File: src/core/sdt_consts.svh
`ifndef SDT_CONSTS_SVH
`define SDT_CONSTS_SVH

// ****************************************************************
// Register word indices; the byte address is four times the index.
// ****************************************************************
`define SDT_IDX_CLOCK_SOURCE 6'h00
`define SDT_IDX_OUTPUT_ENABLE 6'h01
`define SDT_IDX_OUTPUT_LEVEL 6'h02
`define SDT_IDX_OPERATING_MODE 6'h04
`define SDT_IDX_UNDERFLOW_LEVEL 6'h06
`define SDT_IDX_COMPARE_LEVEL 6'h07
`define SDT_IDX_COMMAND 6'h08
`define SDT_IDX_FLAGS 6'h0C
`define SDT_IDX_LOW_COUNT 6'h20
`define SDT_IDX_HIGH_COUNT 6'h21

// ****************************************************************
// Field positions.
// ****************************************************************
`define SDT_CMD_CODE_LSB 2
`define SDT_CMD_TARGET_LSB 0
`define SDT_FLAG_LOW_UNF 0
`define SDT_FLAG_HIGH_UNF 1
`define SDT_FLAG_CMP_LSB 4
`define SDT_HIGH_HALF_LSB 4

// ****************************************************************
// Reset values.
// ****************************************************************
`define SDT_RST_BYTE 8'h00
`define SDT_RST_NIBBLE 4'h0
`define SDT_RST_PAIR 2'h0
`define SDT_RST_WORD 32'h0000_0000

`endif

File: src/core/sdt_pkg.sv
package sdt_pkg;

  // ****************************************************************
  // Operating modes, commands and clock sources.
  // ****************************************************************
  typedef enum logic [1:0] {
    SDT_MODE_NORMAL = 2'h0,
    SDT_MODE_UPPER_CLEAR = 2'h1,
    SDT_MODE_DUAL_EIGHT_BIT = 2'h2,
    SDT_MODE_RESERVED = 2'h3
  } sdt_mode_type;

  typedef enum logic [1:0] {
    SDT_CMD_NONE = 2'h0,
    SDT_CMD_RESERVED = 2'h1,
    SDT_CMD_RESTART = 2'h2,
    SDT_CMD_HARD_RESET = 2'h3
  } sdt_cmd_type;

  typedef enum logic [3:0] {
    SDT_CLK_OFF = 4'h0,
    SDT_CLK_DIV1 = 4'h1,
    SDT_CLK_DIV2 = 4'h2,
    SDT_CLK_DIV4 = 4'h3,
    SDT_CLK_DIV8 = 4'h4,
    SDT_CLK_DIV64 = 4'h5,
    SDT_CLK_DIV256 = 4'h6,
    SDT_CLK_DIV1024 = 4'h7
  } sdt_clock_type;

endpackage : sdt_pkg

File: src/core/sdt_ctrl.sv
// The implementer's own choice: the Wishbone register port.
`timescale 1ns/1ns
`include "sdt_consts.svh"
module sdt_ctrl (
  input wire logic clk_i,
  input wire logic rst_i,
  input wire logic wb_cyc_i,
  input wire logic wb_stb_i,
  input wire logic wb_we_i,
  input wire logic [7:0] wb_adr_i,
  input wire logic [3:0] wb_sel_i,
  input wire logic [31:0] wb_dat_i,
  output logic [31:0] wb_dat_o,
  output logic wb_ack_o,
  input wire logic [7:0] event_channel_clock_i,
  input wire logic [7:0] low_period_i,
  input wire logic [7:0] high_period_i,
  input wire logic [31:0] low_compare_i,
  input wire logic [31:0] high_compare_i,
  input wire logic [7:0] vector_ack_i,
  output logic [7:0] pin_out_o,
  output logic [7:0] pin_override_o,
  output logic [1:0] low_underflow_irq_o,
  output logic [1:0] high_underflow_irq_o,
  output logic [7:0] compare_irq_o,
  output logic [1:0] underflow_event_o,
  output logic [3:0] compare_event_o
);

  // ****************************************************************
  // Decoding helpers.
  // ****************************************************************
  function automatic logic reg_hit(input logic [7:0] adr, input logic [5:0] want);
    return adr[7:2] == want;
  endfunction : reg_hit
  function automatic logic sel_tick(input logic [3:0] src, input logic [9:0] pre,
                                    input logic [7:0] ev);
    logic t;
    t = 1'b0;
    case (src)
      sdt_pkg::SDT_CLK_OFF: t = 1'b0;
      sdt_pkg::SDT_CLK_DIV1: t = 1'b1;
      sdt_pkg::SDT_CLK_DIV2: t = pre[0];
      sdt_pkg::SDT_CLK_DIV4: t = &pre[1:0];
      sdt_pkg::SDT_CLK_DIV8: t = &pre[2:0];
      sdt_pkg::SDT_CLK_DIV64: t = &pre[5:0];
      sdt_pkg::SDT_CLK_DIV256: t = &pre[7:0];
      sdt_pkg::SDT_CLK_DIV1024: t = &pre[9:0];
      default: t = ev[src[2:0]];
    endcase
    return t;
  endfunction : sel_tick

  // ****************************************************************
  // State.
  // ****************************************************************
  logic [3:0] clock_source_field, underflow_level, compare_match_flag, cmp_hit_low, cmp_hit_high;
  logic [7:0] output_enable, wg_level, compare_irq_level, low_count_value, high_count_value;
  logic [7:0] next_low, next_high;
  logic [1:0] operating_mode_field, command_target, cmd_code, cmd_tgt;
  logic [9:0] prescale;
  logic [31:0] rd_data;
  logic low_underflow_flag, high_underflow_flag, low_bottom, high_bottom, count_tick, is_off;
  logic wb_req, wr_commit, cmd_wr, restart_low, restart_high, hard_low, hard_high, hard_all;
  logic lvl_wr, flag_wr;

  // ****************************************************************
  // Bus slave.
  // ****************************************************************
  assign wb_req = wb_cyc_i & wb_stb_i;
  assign wr_commit = wb_req & wb_we_i & wb_ack_o & wb_sel_i[0];
  assign lvl_wr = wr_commit & reg_hit(wb_adr_i, `SDT_IDX_OUTPUT_LEVEL);
  assign flag_wr = wr_commit & reg_hit(wb_adr_i, `SDT_IDX_FLAGS);

  always_ff @(posedge clk_i) begin
    if (rst_i) begin
      wb_ack_o <= 1'b0;
    end else begin
      wb_ack_o <= wb_req & ~wb_ack_o;
    end
  end

  always_comb begin
    rd_data = `SDT_RST_WORD;
    case (wb_adr_i[7:2])
      `SDT_IDX_CLOCK_SOURCE: rd_data[3:0] = clock_source_field;
      `SDT_IDX_OUTPUT_ENABLE: rd_data[7:0] = output_enable;
      `SDT_IDX_OUTPUT_LEVEL: rd_data[7:0] = wg_level;
      `SDT_IDX_OPERATING_MODE: rd_data[1:0] = operating_mode_field;
      `SDT_IDX_UNDERFLOW_LEVEL: rd_data[3:0] = underflow_level;
      `SDT_IDX_COMPARE_LEVEL: rd_data[7:0] = compare_irq_level;
      `SDT_IDX_COMMAND: rd_data[1:0] = command_target;
      `SDT_IDX_FLAGS: rd_data[7:0] = {compare_match_flag, 2'h0, high_underflow_flag,
                                      low_underflow_flag};
      `SDT_IDX_LOW_COUNT: rd_data[7:0] = low_count_value;
      `SDT_IDX_HIGH_COUNT: rd_data[7:0] = high_count_value;
      default: rd_data = `SDT_RST_WORD;
    endcase
  end

  always_ff @(posedge clk_i) begin
    if (rst_i) begin
      wb_dat_o <= `SDT_RST_WORD;
    end else if (wb_req & ~wb_ack_o & ~wb_we_i) begin
      wb_dat_o <= rd_data;
    end
  end

  // ****************************************************************
  // Commands.
  // ****************************************************************
  assign cmd_wr = wr_commit & reg_hit(wb_adr_i, `SDT_IDX_COMMAND);
  assign cmd_code = wb_dat_i[`SDT_CMD_CODE_LSB +: 2];
  assign cmd_tgt = wb_dat_i[`SDT_CMD_TARGET_LSB +: 2];
  assign is_off = clock_source_field == sdt_pkg::SDT_CLK_OFF;
  assign restart_low = cmd_wr & (cmd_code == sdt_pkg::SDT_CMD_RESTART) & cmd_tgt[0];
  assign restart_high = cmd_wr & (cmd_code == sdt_pkg::SDT_CMD_RESTART) & cmd_tgt[1];
  assign hard_low = cmd_wr & (cmd_code == sdt_pkg::SDT_CMD_HARD_RESET) & cmd_tgt[0] & is_off;
  assign hard_high = cmd_wr & (cmd_code == sdt_pkg::SDT_CMD_HARD_RESET) & cmd_tgt[1] & is_off;
  assign hard_all = hard_low & hard_high;

  // ****************************************************************
  // Control registers.
  // ****************************************************************
  always_ff @(posedge clk_i) begin
    if (rst_i || hard_all) begin
      clock_source_field <= `SDT_RST_NIBBLE;
      operating_mode_field <= `SDT_RST_PAIR;
      underflow_level <= `SDT_RST_NIBBLE;
      compare_irq_level <= `SDT_RST_BYTE;
      command_target <= `SDT_RST_PAIR;
    end else if (wr_commit) begin
      if (reg_hit(wb_adr_i, `SDT_IDX_CLOCK_SOURCE)) begin
        clock_source_field <= wb_dat_i[3:0];
      end
      if (reg_hit(wb_adr_i, `SDT_IDX_OPERATING_MODE)) begin
        operating_mode_field <= wb_dat_i[1:0];
      end
      if (reg_hit(wb_adr_i, `SDT_IDX_UNDERFLOW_LEVEL)) begin
        underflow_level <= wb_dat_i[3:0];
      end
      if (reg_hit(wb_adr_i, `SDT_IDX_COMPARE_LEVEL)) begin
        compare_irq_level <= wb_dat_i[7:0];
      end
      if (cmd_wr) begin
        command_target <= cmd_tgt;
      end
    end
  end

  always_ff @(posedge clk_i) begin
    if (rst_i) begin
      output_enable <= `SDT_RST_BYTE;
    end else begin
      if (hard_low) begin
        output_enable[3:0] <= `SDT_RST_NIBBLE;
      end else if (wr_commit && reg_hit(wb_adr_i, `SDT_IDX_OUTPUT_ENABLE)) begin
        output_enable[3:0] <= wb_dat_i[3:0];
      end
      if (hard_high) begin
        output_enable[7:4] <= `SDT_RST_NIBBLE;
      end else if (wr_commit && reg_hit(wb_adr_i, `SDT_IDX_OUTPUT_ENABLE)) begin
        output_enable[7:4] <= wb_dat_i[7:4];
      end
    end
  end

  // ****************************************************************
  // Clock source.
  // ****************************************************************
  always_ff @(posedge clk_i) begin
    if (rst_i) begin
      prescale <= 10'h000;
    end else begin
      prescale <= prescale + 10'h001;
    end
  end

  assign count_tick = sel_tick(clock_source_field, prescale, event_channel_clock_i);

  // ****************************************************************
  // Counting core.
  // ****************************************************************
  always_comb begin
    next_low = low_count_value;
    next_high = high_count_value;
    low_bottom = 1'b0;
    high_bottom = 1'b0;
    if (count_tick) begin
      case (operating_mode_field)
        sdt_pkg::SDT_MODE_DUAL_EIGHT_BIT: begin
          low_bottom = low_count_value == 8'h00;
          high_bottom = high_count_value == 8'h00;
          next_low = low_bottom ? low_period_i : low_count_value - 8'h01;
          next_high = high_bottom ? high_period_i : high_count_value - 8'h01;
        end
        sdt_pkg::SDT_MODE_UPPER_CLEAR: begin
          low_bottom = low_count_value == 8'h00;
          next_low = low_bottom ? low_period_i : low_count_value - 8'h01;
          next_high = 8'h00;
        end
        default: begin
          low_bottom = {high_count_value, low_count_value} == 16'h0000;
          {next_high, next_low} = low_bottom ? {high_period_i, low_period_i} :
                                  {high_count_value, low_count_value} - 16'h0001;
        end
      endcase
    end
    if (restart_low || hard_low) begin
      next_low = 8'h00;
    end
    if (restart_high || hard_high) begin
      next_high = 8'h00;
    end
  end

  always_ff @(posedge clk_i) begin
    if (rst_i) begin
      low_count_value <= `SDT_RST_BYTE;
      high_count_value <= `SDT_RST_BYTE;
    end else begin
      low_count_value <= next_low;
      high_count_value <= next_high;
    end
  end

  // ****************************************************************
  // Compare channels.
  // ****************************************************************
  for (genvar ch = 0; ch < 4; ch++) begin : g_cmp
    assign cmp_hit_low[ch] = count_tick & (low_count_value == low_compare_i[ch*8 +: 8]);
    assign cmp_hit_high[ch] = count_tick & (high_count_value == high_compare_i[ch*8 +: 8]);
  end

  always_ff @(posedge clk_i) begin
    if (rst_i) begin
      wg_level <= `SDT_RST_BYTE;
    end else begin
      for (int ch = 0; ch < 4; ch++) begin
        if (restart_low || hard_low) begin
          wg_level[ch] <= 1'b0;
        end else if (is_off && lvl_wr) begin
          wg_level[ch] <= wb_dat_i[ch];
        end else if (cmp_hit_low[ch]) begin
          wg_level[ch] <= 1'b1;
        end else if (low_bottom) begin
          wg_level[ch] <= 1'b0;
        end
        if (restart_high || hard_high) begin
          wg_level[ch + 4] <= 1'b0;
        end else if (is_off && lvl_wr) begin
          wg_level[ch + 4] <= wb_dat_i[ch + 4];
        end else if (cmp_hit_high[ch]) begin
          wg_level[ch + 4] <= 1'b1;
        end else if (high_bottom || low_bottom) begin
          wg_level[ch + 4] <= 1'b0;
        end
      end
    end
  end
  assign pin_out_o = wg_level;
  assign pin_override_o = output_enable;

  // ****************************************************************
  // Flags, set wins over clear; a hard reset clear wins over set.
  // ****************************************************************
  always_ff @(posedge clk_i) begin
    if (rst_i) begin
      compare_match_flag <= `SDT_RST_NIBBLE;
      low_underflow_flag <= 1'b0;
      high_underflow_flag <= 1'b0;
    end else begin
      for (int ch = 0; ch < 4; ch++) begin
        if (hard_low) begin
          compare_match_flag[ch] <= 1'b0;
        end else if (cmp_hit_low[ch]) begin
          compare_match_flag[ch] <= 1'b1;
        end else if ((flag_wr && wb_dat_i[`SDT_FLAG_CMP_LSB + ch]) ||
                     vector_ack_i[`SDT_FLAG_CMP_LSB + ch]) begin
          compare_match_flag[ch] <= 1'b0;
        end
      end
      if (hard_low) begin
        low_underflow_flag <= 1'b0;
      end else if (low_bottom) begin
        low_underflow_flag <= 1'b1;
      end else if ((flag_wr && wb_dat_i[`SDT_FLAG_LOW_UNF]) ||
                   vector_ack_i[`SDT_FLAG_LOW_UNF]) begin
        low_underflow_flag <= 1'b0;
      end
      if (hard_high) begin
        high_underflow_flag <= 1'b0;
      end else if (high_bottom) begin
        high_underflow_flag <= 1'b1;
      end else if ((flag_wr && wb_dat_i[`SDT_FLAG_HIGH_UNF]) ||
                   vector_ack_i[`SDT_FLAG_HIGH_UNF]) begin
        high_underflow_flag <= 1'b0;
      end
    end
  end

  // ****************************************************************
  // Interrupt requests and events.
  // ****************************************************************
  always_ff @(posedge clk_i) begin
    if (rst_i) begin
      low_underflow_irq_o <= `SDT_RST_PAIR;
      high_underflow_irq_o <= `SDT_RST_PAIR;
      compare_irq_o <= `SDT_RST_BYTE;
    end else begin
      low_underflow_irq_o <= low_underflow_flag ? underflow_level[1:0] : 2'h0;
      high_underflow_irq_o <= high_underflow_flag ? underflow_level[3:2] : 2'h0;
      for (int ch = 0; ch < 4; ch++) begin
        compare_irq_o[ch*2 +: 2] <= compare_match_flag[ch] ?
                                    compare_irq_level[ch*2 +: 2] : 2'h0;
      end
    end
  end

  always_ff @(posedge clk_i) begin
    if (rst_i) begin
      underflow_event_o <= `SDT_RST_PAIR;
      compare_event_o <= `SDT_RST_NIBBLE;
    end else begin
      underflow_event_o <= {high_bottom, low_bottom};
      compare_event_o <= cmp_hit_low;
    end
  end
endmodule : sdt_ctrl

File: config.mk
export PLATFORM = sky130hd
export DESIGN_NAME = sdt_ctrl
export DESIGN_NICKNAME = d
export VERILOG_FILES = /design/src/core/sdt_pkg.sv /design/src/core/sdt_ctrl.sv
export VERILOG_INCLUDE_DIRS = /design/src /design/src/core
export SDC_FILE = /design/constraint.sdc
export NUM_CORES = 1
export LEC_CHECK = 0
export BUFFER_PORTS_ARGS = -buffer_cell sky130_fd_sc_hd__buf_2
export CORE_AREA = 2 2 137 105
export DETAILED_ROUTE_END_ITERATION = 8
export DIE_AREA = 0 0 139 107
export GPL_ROUTABILITY_DRIVEN = 0
export GPL_TIMING_DRIVEN = 1
export PLACE_DENSITY = 0.84
export SLEW_MARGIN = 20
export SYNTH_ARGS = -nofsm -noshare
export SYNTH_HDL_FRONTEND = slang
export SYNTH_SLANG_ARGS = --single-unit
File: constraint.sdc
create_clock -name clk_i -period 2.8 [get_ports clk_i]
set_clock_uncertainty 0.15 [all_clocks]
set_input_delay 0.14 -clock clk_i [delete_from_list [all_inputs] [get_ports clk_i]]
set_output_delay 0.14 -clock clk_i [all_outputs]
set_load 0.02 [all_outputs]
==> impl_results.md, run 1 <==
* Final Critical Period at 2.64 ns
* Number of distinct library cells after synthesis at 75
* Global route total overflow at 0
* Drt first pass iters at 7
* Synth Register Bits at 95
* Top_reg_cell synth: dfxtp_1
* FF-to-FF setup slack at 0.16 ns
* Initial antenna violation count at 0
* Clk sinks at 95
* # setup viols final at 0
* Final total negative setup slack at 0 ns
* Layout area overhead at 23.2%
* LEAKAGE at 3.34 nW
* Worst R2R Start: clock_source_field[1]
* Share of layout cells above drive strength 1 at 26.2%
* Metal2 WL at 8860 um
* Mapped Area at 5990 um2
* Hold Path Stages at 3
* Worst-skew pair later-pin latency at 0.36 ns
* Clock Pin Slew Worst Setup and Hold Paths at 0.07 ns
* Final hold vios at 0
* Wirelength per Cell at 19.0 um
* Post-CTS Setup Inserts at 0
* Final Net Count at 1,020
* Gr usage total at 26.4%
* Input/output buffers at 156
* CP endpoint kind: register
* Deepest clock path buffer count at 2
* Min-Delay Endpoint: low_count_value[5]
* Std-Cell Rows at 37
* Hpwl dp at 14,900 um
* Max IR drop VDD at 0.295 mV
* CP required at 2.90 ns
* Hold WC Path Type: in2reg
* Design area at 7380 um2
* Hold_ws at 0.0118 ns
* Overall power at 2.87 mW
* Filler instances at 1,231
* Placed insts at 1,014
* Commonest non-fill, non-tap cell in the layout: buf_2
* Vias/cell at 5.97
* Crit path kind: reg2reg
* EDFF count, synth at 0
* Share of synthesized area occupied by flip-flops and latches at 31.7%
* Core area at 13,500 um2
* IO Pins at 212
* Post-route insts no fill at 1,050
* Critical Path Start Type: register
* Initial Util at 44.3%
* Outcome: finished, final reports clean
* CP arrival at 2.74 ns
* Die area at 14,900 um2
* Max Cap Viol at 0
* Period utilization at 94.4%
* Worst reg-to-reg path cell count at 6
* DP Area at 6900 um2
* Fmax at 378 MHz
* Clock buffer count from CTS at 9
* Largest net degree at the start of global routing at 37
* Reg2reg end: low_underflow_flag
* Met3 WL at 2380 um
* Max Slew Vio Count at 0
* Post-synthesis async set-or-reset flop share at 0%
* Most frequent cells in the layout: buf_2 (156), dfxtp_1 (95), xor2_1 (67), a21oi_1 (42), nor2_1 (41)
* First-pass GRT wire length at 31,200 um
* Pwr Density at 389 nW/um2
* DRC viols at 0
* Final WL at 19,900 um
* Vias in the first global route at 5,911
* DRT antenna net count at 0
* Root buffer cell: clkbuf_16
* Max Used Layer: met4
* Cells after Synth at 705
* Met1 wire length at 8280 um
* Initial DRC count at 734
* Mapped Avg Cell Area at 8.50 um2
* Chip height at 107 um
* Worst slew margin at 47.1%
* Vias at 6,266
* Die W at 139 um
* Actual slew at the worst max-slew pin at 0.785 ns
* Synth warn at 0
* Max FO, Critical Path at 16
* Worst hold start: low_period_i[5]
* RSZ-0062 raised after global routing: false
* H-tree levels at 3
* CTS tree: built
[how the worst max path moves through the flow]
stage | start | to | slack, ns | cells past startpoint
4_1_cts | low_count_value[1] | pin_out_o[7] | 0.20 | 7
5_1_grt | clock_source_field[1] | low_count_value[1] | 0.02 | 6
3_5_place_dp | clock_source_field[1] | low_underflow_flag | 0.22 | 6
2_1_floorplan | high_count_value[0] | pin_out_o[5] | 0.29 | 9
3_3_place_gp | low_count_value[1] | pin_out_o[5] | 0.30 | 7
6_report | clock_source_field[1] | low_underflow_flag | 0.16 | 6
[metal layers]
layer  up-vias  global-route usage, %
met5         -                      0
met4         0                   7.00
met3        37                   6.79
met2       427                   41.5
met1      2894                   36.2
li1       2908                      -
[metrics by stage]
step / worst slack (ns) / util (%)
2_1_floorplan: 0.288 / -
3_3_place_gp: 0.296 / 51.1
3_5_place_dp: 0.216 / 51.1
4_1_cts: 0.203 / 54.5
5_1_grt: 0.0233 / 54.6
6_report: 0.156 / 54.6
[logic make-up (layout without fill, tap and decap cells)]
family | Yosys count | after routing | share of synthesized area (%)
other cells | 1 | 25 | 0.0626
xor+xnor | 74 | 74 | 10.8
compound gates | 180 | 180 | 21.2
buf+inv | 91 | 237 | 8.06
fa+ha+maj | 6 | 6 | 1.25
simple gates | 228 | 228 | 21.8
flops | 95 | 95 | 31.7
mux | 30 | 30 | 5.10
[sequential cells by signal (all words and copies together) (netlist names), 4 cells and up]
register and count:
compare_irq_o 8, pin_out_o 8, compare_match_flag 4, compare_irq_level 8, prescale 10, low_count_value 8, clock_source_field 4, high_count_value 8
underflow_level 4, compare_event_o 4, wb_dat_o 8, pin_override_o 8
[final cells by class]
class	instances	area, um2	share of cell area, %
clock inverters	5	46.3	0.627
flip-flops and latches	95	1900	25.8
inverters	10	37.5	0.509
clock buffers	11	233	3.15
well taps	175	219	2.97
multi-input cells	542	3700	50.1
diodes	1	2.50	0.0339
repair buffers	211	1240	16.8
[critical path, cell delays in order (launching register included)]
cell	delay, ns
dfxtp_1	0.71
nor2b_1	0.10
a2111oi_1	0.58
o41a_1	0.46
buf_4	0.27
nor3_1	0.07
o21ba_2	0.21
[cells in the mapped netlist (10+ instances only)]
master / instances / area (um2)
a222oi_1: 10 / 100
a21oi_1: 42 / 210
or3_1: 11 / 68.8
dfxtp_1: 95 / 1900
buf_4: 27 / 203
xor2_1: 67 / 587
and3b_1: 12 / 105
o31ai_1: 17 / 128
a211oi_1: 14 / 105
nor2_1: 41 / 154
nor3_1: 21 / 105
buf_2: 13 / 65.1
nand2_1: 37 / 139
mux2i_1: 26 / 260
nand3_1: 19 / 95.1
inv_1: 10 / 37.5
clkbuf_1: 28 / 105
o21ai_0: 20 / 100
nor4_1: 24 / 150
a31oi_1: 19 / 119
[repair_timing]
action | CTS | global route
resized for setup | 0 | 2
hold buffers | 19 | 0
endpoints found under the hold margin | 21 | 0
setup endpoints to repair | 0 | 12
[report_power, final]
group          internal, mW  switching (mW)
Sequential             1.36         0.00832
Clock                 0.622           0.560
Combinational         0.142           0.180
(Power assumes the default switching activity.)
==> inputs of run 2 (changes only) <==
--- a/config.mk
+++ b/config.mk
@@ -12,7 +12,7 @@
 export DIE_AREA = 0 0 139 107
 export GPL_ROUTABILITY_DRIVEN = 0
 export GPL_TIMING_DRIVEN = 1
-export PLACE_DENSITY = 0.84
+export PLACE_DENSITY = 0.72
 export SLEW_MARGIN = 20
 export SYNTH_ARGS = -nofsm -noshare
 export SYNTH_HDL_FRONTEND = slang
==> impl_results.md, run 2 (synthesized netlist as in run 1, its figures left out) <==
* Outcome: finished, final reports clean
* Slack of the critical path at 0.210 ns
* Placed insts at 1,017
* DP Area at 6920 um2
* Core area at 13,500 um2
* Period utilization at 92.5%
* RSZ-0062 raised after global routing: false
* Max FFs per register at 10
* Layout area overhead at 23.4%
* Share of layout cells above drive strength 1 at 26.4%
* Most frequent cells in the layout: buf_2 (156), dfxtp_1 (95), xor2_1 (67), a21oi_1 (42), nor2_1 (41)
* Chip height at 107 um
* Clock buffer count from CTS at 9
* Root buffer cell: clkbuf_16
* Vias in the first global route at 5,664
* Actual slew at the worst max-slew pin at 0.791 ns
* Max IR drop VDD at 0.271 mV
* # setup viols final at 0
* Worst-skew pair later-pin latency at 0.35 ns
* Critical Path Start Type: register
* LEAKAGE at 3.35 nW
* Post-CTS Setup Inserts at 0
* DRC viols at 0
* Dpl ws at 0.310 ns
* Overall power at 2.93 mW
* Clock Pin Slew Worst Setup and Hold Paths at 0.07 ns
* Initial antenna violation count at 0
* First-pass GRT wire length at 30,700 um
* Fmax at 386 MHz
* Hold Path Stages at 3
* Max FO, Critical Path at 15
* Initial Util at 44.3%
* H-tree levels at 3
* Max Cap Viol at 0
* Final Critical Period at 2.59 ns
* Input/output buffers at 156
* Deepest clock path buffer count at 2
* Final Net Count at 1,021
* Die W at 139 um
* Hpwl dp at 14,700 um
* Design area at 7390 um2
* Clk sinks at 95
* Final total negative setup slack at 0 ns
* Post-route insts no fill at 1,049
* CP arrival at 2.67 ns
* Worst slew margin at 46.6%
* CTS tree: built
* Vias/cell at 5.88
* Std-Cell Rows at 37
* Final hold vios at 0
* Largest net degree at the start of global routing at 37
* Global route total overflow at 0
* Crit path kind: reg2reg
* IO Pins at 212
* Commonest non-fill, non-tap cell in the layout: buf_2
* Gr usage total at 26.0%
* Worst reg-to-reg path cell count at 6
* Final WL at 19,700 um
* Max Slew Vio Count at 0
* CP required at 2.88 ns
* CP endpoint kind: register
* Hold WC Path Type: in2reg
* DRT antenna net count at 0
* Antenna diodes at 0
* Register name with the most flops: prescale
* Die area at 14,900 um2
* Drt first pass iters at 6
* Pwr Density at 396 nW/um2
* Vias at 6,168
* Wirelength per Cell at 18.8 um
* Initial DRC count at 614
==> run 2: cell types whose count changed in the layout (fill, tap and decap cells not counted), sizes merged <==
cell and change:
inv -4, clkbuf -1, diode -1, dlygate4sd3 -2, clkinv +3, buf +3
bufinv +1
==> run 2: layout make-up <==
| class | instances | area, um2 |
|---|---|---|
| well taps | 175 | 219 |
| multi-input cells | 542 | 3690 |
| fillers | 1301 | 6130 |
| inverters | 10 | 37.5 |
| clock inverters | 5 | 57.6 |
| flip-flops and latches | 95 | 1900 |
| repair buffers | 212 | 1240 |
| clock buffers | 10 | 239 |
==> run 2: worst paths after layout <==
| check | slack, ns | from | endpoint |
|---|---|---|---|
| max | 0.21 | clock_source_field[2] | pin_out_o[2] |
| min reg2reg | 0.31 | wb_dat_o[3] | wb_dat_o[3] |
| min | 0.006 | low_period_i[6] | low_count_value[6] |
| max reg2reg | 0.21 | clock_source_field[2] | pin_out_o[2] |
==> run 2: report_power, final <==
part | internal (mW) | switching, mW | total (mW)
clock network | 0.713 | 0.524 | 1.24
registers | 1.36 | 0.00794 | 1.37
logic | 0.141 | 0.179 | 0.321
==> run 2: layer usage <==
layer  vias to the layer above  global-route usage, %  wire, um
met3                        16                   6.07      2060
met2                       357                   40.9      8660
met5                         -                      0         0
li1                       2900                      -         -
met4                         0                   5.19       165
met1                      2895                   36.6      8830
==> run 2: critical path, cell delays in order (launching register included) <==
cell       delay, ns
dfxtp_1         0.52
inv_1           0.15
a2111oi_1       0.53
o41a_1          0.49
buf_4           0.31
or3_1           0.21
a31oi_1         0.10
==> run 2: timing repair <==
item,in CTS,in global routing
hold endpoints to repair,18,0
hold buffers,17,0
gates resized for setup,0,0
==> run 2: stage by stage <==
step                util, %  hold slack [ns]
floorplan                 -            0.134
global placement       51.2            0.274
detailed placement     51.2            0.279
CTS                    54.7          0.00679
global route           54.7           0.0140
finish                 54.7          0.00607
